==> src/logic/ldfs_pkg.sv <==
// Purpose: Constants for the loop converter fault status word.
// Assumes: 8-bit converter codes, 100 MHz clock.
// Notes:   Thresholds are converter codes derived from the transfer functions.
package ldfs_pkg;
   localparam int unsigned CLK_HZ         = 100_000_000;
   localparam int unsigned CODE_W         = 8;
   localparam int unsigned WORD_W         = 16;
   localparam int unsigned ADDR_W         = 8;
   // Fault word bit positions
   localparam int unsigned BIT_LINK       = 15;
   localparam int unsigned BIT_FRAME      = 14;
   localparam int unsigned BIT_ILOOP_HI   = 13;
   localparam int unsigned BIT_ILOOP_LO   = 12;
   localparam int unsigned BIT_TEMP_HOT   = 11;
   localparam int unsigned BIT_TEMP_WARM  = 10;
   localparam int unsigned BIT_SUP_SEVERE = 9;
   localparam int unsigned BIT_SUP_WARN   = 8;
   localparam logic [WORD_W-1:0] WORD_RESET = 16'h0000;
   // Temperature: code = (312 - T) / 1.559, hot means low code
   localparam int unsigned TEMP_OFS       = 312;
   localparam int unsigned TEMP_SLOPE_M   = 1559;
   localparam int unsigned TEMP_HOT_SET_C  = 140;
   localparam int unsigned TEMP_HOT_CLR_C  = 125;
   localparam int unsigned TEMP_WARM_SET_C = 100;
   localparam int unsigned TEMP_WARM_CLR_C = 85;
   localparam logic [7:0] HOT_SET  = 8'((TEMP_OFS - TEMP_HOT_SET_C) * 1000 / TEMP_SLOPE_M);
   localparam logic [7:0] HOT_CLR  = 8'((TEMP_OFS - TEMP_HOT_CLR_C) * 1000 / TEMP_SLOPE_M);
   localparam logic [7:0] WARM_SET = 8'((TEMP_OFS - TEMP_WARM_SET_C) * 1000 / TEMP_SLOPE_M);
   localparam logic [7:0] WARM_CLR = 8'((TEMP_OFS - TEMP_WARM_CLR_C) * 1000 / TEMP_SLOPE_M);
   // Loop voltage: code = mV * 256 / 2500
   localparam int unsigned VREF_MV        = 2500;
   localparam int unsigned CODE_SPAN      = 256;
   localparam int unsigned SUP_SEV_SET_MV = 300;
   localparam int unsigned SUP_SEV_CLR_MV = 400;
   localparam int unsigned SUP_WRN_SET_MV = 600;
   localparam int unsigned SUP_WRN_CLR_MV = 700;
   localparam logic [7:0] SEV_SET = 8'(SUP_SEV_SET_MV * CODE_SPAN / VREF_MV);
   localparam logic [7:0] SEV_CLR = 8'(SUP_SEV_CLR_MV * CODE_SPAN / VREF_MV);
   localparam logic [7:0] WRN_SET = 8'(SUP_WRN_SET_MV * CODE_SPAN / VREF_MV);
   localparam logic [7:0] WRN_CLR = 8'(SUP_WRN_CLR_MV * CODE_SPAN / VREF_MV);
endpackage : ldfs_pkg

==> src/logic/ldfs_hyst.sv <==
// Purpose: Low-side hysteresis flag on an 8-bit code.
// Assumes: Code is synchronous to clk.
// Notes:   Sets below SET_BELOW, clears above CLEAR_ABOVE, holds between.
`timescale 1ns/1ps
`default_nettype none
module ldfs_hyst #(
   parameter logic [7:0] SET_BELOW   = 8'h10,
   parameter logic [7:0] CLEAR_ABOVE = 8'h20
) (
   input  wire logic       clk,
   input  wire logic       reset_n,
   input  wire logic [7:0] code,
   output logic            flag
);
   logic next_flag;

   // Refused at elaboration; with inverted thresholds the set test wins and no hold band is left
   if (SET_BELOW > CLEAR_ABOVE)
   begin : g_bad_thresholds
      $error("ldfs_hyst: set threshold above clear threshold");
   end

   always_comb
   begin
      next_flag = flag;
      if (code < SET_BELOW)
      begin
         next_flag = 1'b1;
      end
      else if (code > CLEAR_ABOVE)
      begin
         next_flag = 1'b0;
      end
   end

   always_ff @(posedge clk or negedge reset_n)
   begin
      if (!reset_n)
      begin
         flag <= 1'b0;
      end
      else
      begin
         flag <= next_flag;
      end
   end

   property p_hyst_set;
      @(posedge clk) disable iff (!reset_n)
      (code < SET_BELOW) |=> flag;
   endproperty
   a_hyst_set: assert property (p_hyst_set) else $error("flag not set below threshold");

   property p_hyst_clr;
      @(posedge clk) disable iff (!reset_n)
      (code > CLEAR_ABOVE) |=> !flag;
   endproperty
   a_hyst_clr: assert property (p_hyst_clr) else $error("flag not cleared above threshold");
endmodule : ldfs_hyst
`default_nettype wire

==> src/logic/ldfs_status.sv <==
// Purpose: Fault status word with link timer, flags, alert and alarm drive.
// Assumes: Frame decoder gives strobes; converter codes arrive as samples.
// Notes:   Word is read only; reads answer one cycle later.
`timescale 1ns/1ps
`default_nettype none
module ldfs_status #(
   parameter int unsigned           TMR_W      = 24,
   parameter logic [ldfs_pkg::ADDR_W-1:0] FAULT_ADDR = 8'h05
) (
   input  wire logic                        clk,
   input  wire logic                        reset_n,
   // Frame decoder side
   input  wire logic                        valid_frame,
   input  wire logic                        crc_error,
   input  wire logic [TMR_W-1:0]            timeout_limit,
   input  wire logic                        reg_rd,
   input  wire logic                        reg_wr,
   input  wire logic [ldfs_pkg::ADDR_W-1:0] reg_addr,
   input  wire logic [ldfs_pkg::WORD_W-1:0] reg_wdata,
   output logic [ldfs_pkg::WORD_W-1:0]      rd_data,
   output logic                             rd_valid,
   // Control register bits
   input  wire logic                        ctrl_alarm_disable,
   input  wire logic                        ctrl_adc_temp_sel,
   // Analog front end
   input  wire logic                        loop_over_in,
   input  wire logic                        loop_under_in,
   input  wire logic                        adc_sample,
   input  wire logic [7:0]                  temp_code,
   input  wire logic [7:0]                  loop_code,
   input  wire logic                        alarm_dir_pin,
   // Outputs
   output logic                             fault_alert,
   output logic                             alarm_current_en,
   output logic                             alarm_upscale
);
   logic [TMR_W-1:0] tmr_cnt;
   logic [TMR_W-1:0] next_tmr_cnt;
   logic             link_timeout_flag;
   logic             next_link_timeout_flag;
   logic             frame_check_error_flag;
   logic             next_frame_check_error_flag;
   logic             loop_current_high_flag;
   logic             loop_current_low_flag;
   logic [7:0]       adc_value;
   logic [7:0]       next_adc_value;
   logic [7:0]       temp_last;
   logic [7:0]       loop_last;
   logic [7:0]       next_temp_last;
   logic [7:0]       next_loop_last;
   logic             temp_hot_flag;
   logic             temp_warm_flag;
   logic             supply_low_severe_flag;
   logic             supply_low_warn_flag;
   logic [ldfs_pkg::WORD_W-1:0] fault_word;
   logic [ldfs_pkg::WORD_W-1:0] next_rd_data;
   logic             next_rd_valid;
   logic             next_alert;
   logic             next_alarm_en;
   logic             rd_hit;
   logic             expired;

   if (TMR_W < 2 || TMR_W > 32)
   begin : g_bad_tmr_w
      $error("ldfs_status: TMR_W out of range");
   end

   assign rd_hit  = reg_rd && (reg_addr == FAULT_ADDR);
   assign expired = (tmr_cnt >= timeout_limit);

   // Link timer and frame flags; a CRC error wins over a same-cycle read clear, a valid frame wins over expiry
   always_comb
   begin
      next_tmr_cnt = tmr_cnt;
      if (valid_frame)
      begin
         next_tmr_cnt = '0;
      end
      else if (!expired)
      begin
         next_tmr_cnt = tmr_cnt + TMR_W'(1);
      end
      next_link_timeout_flag = link_timeout_flag;
      if (valid_frame)
      begin
         next_link_timeout_flag = 1'b0;
      end
      else if (expired)
      begin
         next_link_timeout_flag = 1'b1;
      end
      next_frame_check_error_flag = frame_check_error_flag;
      if (crc_error)
      begin
         next_frame_check_error_flag = 1'b1;
      end
      else if (rd_hit && !reg_wr)
      begin
         // Refused reads must not clear the flag
         next_frame_check_error_flag = 1'b0;
      end
   end

   always_ff @(posedge clk or negedge reset_n)
   begin
      if (!reset_n)
      begin
         tmr_cnt                <= '0;
         link_timeout_flag      <= 1'b0;
         frame_check_error_flag <= 1'b0;
      end
      else
      begin
         tmr_cnt                <= next_tmr_cnt;
         link_timeout_flag      <= next_link_timeout_flag;
         frame_check_error_flag <= next_frame_check_error_flag;
      end
   end

   // Converter samples; codes are held so hysteresis sees stable values
   always_comb
   begin
      next_temp_last = temp_last;
      next_loop_last = loop_last;
      next_adc_value = adc_value;
      if (adc_sample)
      begin
         next_temp_last = temp_code;
         next_loop_last = loop_code;
         next_adc_value = ctrl_adc_temp_sel ? temp_code : loop_code;
      end
   end

   always_ff @(posedge clk or negedge reset_n)
   begin
      if (!reset_n)
      begin
         temp_last <= 8'hFF;
         loop_last <= 8'hFF;
         adc_value <= 8'h00;
      end
      else
      begin
         temp_last <= next_temp_last;
         loop_last <= next_loop_last;
         adc_value <= next_adc_value;
      end
   end

   ldfs_hyst #(.SET_BELOW(ldfs_pkg::HOT_SET), .CLEAR_ABOVE(ldfs_pkg::HOT_CLR)) u_hot (
      .clk     (clk),
      .reset_n (reset_n),
      .code    (temp_last),
      .flag    (temp_hot_flag)
   );
   ldfs_hyst #(.SET_BELOW(ldfs_pkg::WARM_SET), .CLEAR_ABOVE(ldfs_pkg::WARM_CLR)) u_warm (
      .clk     (clk),
      .reset_n (reset_n),
      .code    (temp_last),
      .flag    (temp_warm_flag)
   );
   ldfs_hyst #(.SET_BELOW(ldfs_pkg::SEV_SET), .CLEAR_ABOVE(ldfs_pkg::SEV_CLR)) u_sev (
      .clk     (clk),
      .reset_n (reset_n),
      .code    (loop_last),
      .flag    (supply_low_severe_flag)
   );
   ldfs_hyst #(.SET_BELOW(ldfs_pkg::WRN_SET), .CLEAR_ABOVE(ldfs_pkg::WRN_CLR)) u_wrn (
      .clk     (clk),
      .reset_n (reset_n),
      .code    (loop_last),
      .flag    (supply_low_warn_flag)
   );

   always_comb
   begin
      fault_word = ldfs_pkg::WORD_RESET;
      fault_word[ldfs_pkg::BIT_LINK]       = link_timeout_flag;
      fault_word[ldfs_pkg::BIT_FRAME]      = frame_check_error_flag;
      fault_word[ldfs_pkg::BIT_ILOOP_HI]   = loop_current_high_flag;
      fault_word[ldfs_pkg::BIT_ILOOP_LO]   = loop_current_low_flag;
      fault_word[ldfs_pkg::BIT_TEMP_HOT]   = temp_hot_flag;
      fault_word[ldfs_pkg::BIT_TEMP_WARM]  = temp_warm_flag;
      fault_word[ldfs_pkg::BIT_SUP_SEVERE] = supply_low_severe_flag;
      fault_word[ldfs_pkg::BIT_SUP_WARN]   = supply_low_warn_flag;
      fault_word[7:0]                      = adc_value;
   end

   // Warning bits stay off the alert pin by design
   always_comb
   begin
      next_alert = link_timeout_flag || frame_check_error_flag ||
                   loop_current_high_flag || loop_current_low_flag ||
                   temp_hot_flag || supply_low_severe_flag;
      next_alarm_en = link_timeout_flag && !ctrl_alarm_disable;
      // Writes never reach the word; data bus is deliberately unused
      next_rd_valid = rd_hit && !reg_wr;
      next_rd_data  = next_rd_valid ? fault_word : rd_data;
   end

   always_ff @(posedge clk or negedge reset_n)
   begin
      if (!reset_n)
      begin
         loop_current_high_flag <= 1'b0;
         loop_current_low_flag  <= 1'b0;
         fault_alert            <= 1'b0;
         alarm_current_en       <= 1'b0;
         alarm_upscale          <= 1'b0;
         rd_valid               <= 1'b0;
         rd_data                <= ldfs_pkg::WORD_RESET;
      end
      else
      begin
         loop_current_high_flag <= loop_over_in;
         loop_current_low_flag  <= loop_under_in;
         fault_alert            <= next_alert;
         alarm_current_en       <= next_alarm_en;
         alarm_upscale          <= alarm_dir_pin;
         rd_valid               <= next_rd_valid;
         rd_data                <= next_rd_data;
      end
   end

   logic unused_wdata;
   assign unused_wdata = ^reg_wdata;

   property p_link_set;
      @(posedge clk) disable iff (!reset_n)
      (expired && !valid_frame) |=> link_timeout_flag ##1 fault_alert;
   endproperty
   a_link_set: assert property (p_link_set) else $error("link timeout not flagged");

   property p_alarm;
      @(posedge clk) disable iff (!reset_n)
      (link_timeout_flag && !ctrl_alarm_disable) |=> alarm_current_en;
   endproperty
   a_alarm: assert property (p_alarm) else $error("alarm current not driven");

   property p_alarm_dir;
      @(posedge clk) disable iff (!reset_n)
      alarm_dir_pin |=> alarm_upscale;
   endproperty
   a_alarm_dir: assert property (p_alarm_dir) else $error("alarm direction wrong");

   property p_crc;
      @(posedge clk) disable iff (!reset_n)
      crc_error |=> frame_check_error_flag ##1 fault_alert;
   endproperty
   a_crc: assert property (p_crc) else $error("frame error lost");

   property p_over;
      @(posedge clk) disable iff (!reset_n)
      loop_over_in |=> loop_current_high_flag ##1 fault_alert;
   endproperty
   a_over: assert property (p_over) else $error("over current not flagged");

   property p_under;
      @(posedge clk) disable iff (!reset_n)
      loop_under_in |=> loop_current_low_flag ##1 fault_alert;
   endproperty
   a_under: assert property (p_under) else $error("under current not flagged");

   property p_warn_quiet;
      @(posedge clk) disable iff (!reset_n)
      (fault_word[15:8] == 8'h05) |=> !fault_alert;
   endproperty
   a_warn_quiet: assert property (p_warn_quiet) else $error("warning raised alert");

   property p_adc;
      @(posedge clk) disable iff (!reset_n)
      (adc_sample && ctrl_adc_temp_sel) |=> adc_value == $past(temp_code);
   endproperty
   a_adc: assert property (p_adc) else $error("converter code not selected");

   property p_read;
      @(posedge clk) disable iff (!reset_n)
      (rd_hit && !reg_wr) |=> rd_valid && rd_data == $past(fault_word);
   endproperty
   a_read: assert property (p_read) else $error("fault word read wrong");

   property p_write;
      @(posedge clk) disable iff (!reset_n)
      (reg_wr && !reg_rd) |=> !rd_valid && $stable(rd_data);
   endproperty
   a_write: assert property (p_write) else $error("write affected fault word");
endmodule : ldfs_status
`default_nettype wire

==> config.mk <==
export PLATFORM = sky130hd
export DESIGN_NAME = ldfs_status
export DESIGN_NICKNAME = d
export VERILOG_FILES = /design/src/logic/ldfs_pkg.sv /design/src/logic/ldfs_hyst.sv /design/src/logic/ldfs_status.sv
export SDC_FILE = /design/constraint.sdc
export NUM_CORES = 1
export LEC_CHECK = 0
export BUFFER_PORTS_ARGS = -buffer_cell sky130_fd_sc_hd__buf_2
export CAP_MARGIN = 5
export CORE_ASPECT_RATIO = 0.9
export CORE_MARGIN = 2
export CORE_UTILIZATION = 54
export CTS_CLUSTER_DIAMETER = 80
export DETAILED_ROUTE_END_ITERATION = 7
export PLACE_DENSITY = 0.8
export SLEW_MARGIN = 30
export SYNTH_ARGS = -nofsm -noshare
export SYNTH_HDL_FRONTEND = slang
export SYNTH_HIERARCHICAL = 1
export SYNTH_SLANG_ARGS = --single-unit
==> constraint.sdc <==
create_clock -name clk -period 2.8 [get_ports clk]
set_clock_uncertainty 0.15 [all_clocks]
set_input_delay 0.56 -clock clk [delete_from_list [all_inputs] [get_ports clk]]
set_output_delay 0.56 -clock clk [all_outputs]
set_load 0.02 [all_outputs]
==> results.ini <==
[die]
start_util=0.564
dieWidth_um=95.1
coreArea_um2=7150
die_h_um=85.9
io_pins=96
rows=29
dieArea_um2=8170

[drt]
wl_per_cell_um=15.7
drt_first_pass_iters=5
drt_wl_total_um=9560
ant_nets=0
drc=0
vias=3499
dr.first_iter.drc_count=228
vias_per_cell=5.74

[logic_synthesis]
netlist.area_leader.share=0.373
ys_warn_count=6
netlist_top_cells_count=nand2_1 (66), dfrtp_1 (60), a21oi_1 (41)
synth_nets=509
synth.avg_cell_area_um2=9.87
ys_seq_elements=76
synth_cells=408
synthArstFlopShare=1.00
seq_area_frac_synth=0.477
yosysUniqueCellTypes=54
synth.most_common_cell=nand2_1
synth.largest_area_cell=dfrtp_1
synth_area_leaders=dfrtp_1 (37%), dfstp_2 (10%), ha_1 (7.8%), nand2_1 (6.1%), a21oi_1 (5.1%)
syn_area_um2=4030
synth_ff_type=dfrtp_1
synth_enable_flop_cells=0

[hold_path]
hold_class=in -> async

[placed_design]
dp.cells=584
io_buffers=79
pre_cts_slack_ps=-225
post-dp-hpwl_um=6560
place.gp.congestion=0.811

[sta]
setup_slack_ps=74.4
fmax_ghz=0.367
final_max_slew_viol_count=0
report.final.setup_viol=0
holdWs_ps=66.3
setup-tns-final_ps=0
worst_pin_slew_ps=603
post-route-period-util=0.973
post-route-min-period_ps=2730
relSlewSlack=0.598
hold_viol=0

[clock_network]
cts_tree=done
cts_sinks=76
clockBufferDepth=2
cts_hold_buf=0
clock_latency_ps=340
cts_buffers=9
htree_levels=3
cts_root_buf=clkbuf_8
clk_pin_slew_ps=80

[pwr]
leakagePower_uw=0.00247
p_total_uw=2480
ir_drop_v=0.000333
power.density_nw_per_um2=487

[worst_setup_path]
path_max_fanout=5
arrival_ps=2850
cp-end-kind=flop
worst_setup_path_start_kind=flop
worst-setup-path-type=reg -> reg
crit_required_ps=2920

[global_routing]
grt_pass1_vias=3297
met3_usage=0.0510
grt_pass1_wl_um=15000
grt_use_met2=0.372
gr-usage-met1=0.327
antenna_found_initial=0
grt-ovfl-total=0
grt_max_degree=77
grt.total_usage=0.233
busiest_layer=met2

[layout]
fin_nets=613
drive_gt1_frac=0.340
n_fill_cell=525
antennaDiodeCount=0
fin_cells=610
area_delta_synth_final_pct=26.3

[status]
outcome=finished clean

[job]
max-cap-violations=0

==> per-layer routing <==
metal  share of wire  up-vias
met1            0.45     1709
met5               0        -
met3           0.050       11
met4           0.011        0
met2            0.49      104
li1                -     1675
==> kinds of logic after synthesis <==
group / after synthesis / synth area share
adders and majority gates: 25 / 0.0776
muxes: 25 / 0.0671
buffers and inverters: 46 / 0.0478
AOI/OAI and AO/OA: 85 / 0.137
xor gates and xnor gates: 2 / 0.00435
and+or+nand+nor: 149 / 0.189
DFF: 76 / 0.477
==> worst max-delay path, cell delays in order, from the launching register on <==
cell,delay (ps)
dfrtp_1,440
ha_4,230
and2_1,170
a221o_1,350
a22oi_2,220
o211ai_4,120
buf_4,160
clkbuf_16,140
or4_1,520
a21oi_2,140
==> sequential cells by signal (all words and copies together) (netlist names) <==
name / count
link_timeout_flag: 1
fault_alert: 1
tmr_cnt: 24
u_hot/flag: 1
loop_current_high_flag: 1
adc_value: 8
loop_current_low_flag: 1
frame_check_error_flag: 1
u_warm/flag: 1
u_wrn/flag: 1
temp_last: 8
alarm_upscale: 1
u_sev/flag: 1
loop_last: 8
rd_valid: 1
rd_data: 16
alarm_current_en: 1
==> timing repair <==
action | in CTS | in global routing
endpoints found under the setup margin | 0 | 12
resized for setup | 0 | 12
buffers inserted | 0 | 8
==> cell usage in the layout (no fill, tap or decap), drive strengths merged, types with 2 or more instances in the layout <==
master  Yosys  routed
nand2      66      66
and3        5       5
a21oi      41      41
inv        29      30
nor2       20      20
nand3      11      11
o41ai       3       3
dfstp      16      16
dfrtp      60      60
and2        3       3
clkinv      1       2
o21ai      12      12
o31ai      15      15
nand4b      2       2
or4b        3       3
ha         25      25
mux2i       9       9
bufinv      0       3
nand4       7       7
or3         6       6
clkbuf     10      12
nor2b       3       3
or4        14      14
buf         6     107
mux2       16      16
a21o        2       2
nor4        4       4
==> area by class of cell <==
| cell class | count | area, um^2 | share of cell area |
|---|---|---|---|
| clock buffers | 10 | 138 | 0.0271 |
| clock inverters | 6 | 110 | 0.0216 |
| inverters | 30 | 113 | 0.0221 |
| multi-input cells | 286 | 1990 | 0.392 |
| flip-flops and latches | 76 | 1920 | 0.378 |
| well taps | 93 | 116 | 0.0229 |
| repair buffers | 109 | 693 | 0.136 |
==> per-stage QoR <==
step	utilization	area, um^2
finish	0.712	5090
global route	0.712	5090
CTS	0.685	4900
detailed placement	0.650	4650
global placement	0.650	4650
floorplan	-	4030
==> final timing paths <==
path | slack [ps] | startpoint | cells past startpoint | to
min | 70 | reset_n | 2 | tmr_cnt[9]
max reg2reg | 70 | tmr_cnt[10] | 9 | tmr_cnt[23]
max in group asynchronous | 2060 | reset_n | 2 | loop_last[5]
min reg2reg | 320 | temp_last[7] | 1 | u_warm/flag
min in group clk | 170 | loop_over_in | 1 | loop_current_high_flag
max | 70 | tmr_cnt[10] | 9 | tmr_cnt[23]
==> power by group <==
group,switching (uW),internal (uW),leakage (uW)
clock network,402,616,0.000121
registers,50.6,1170,0.000953
logic,126,111,0.00140
total,578,1900,0.00247
(Power assumes the default switching activity.)
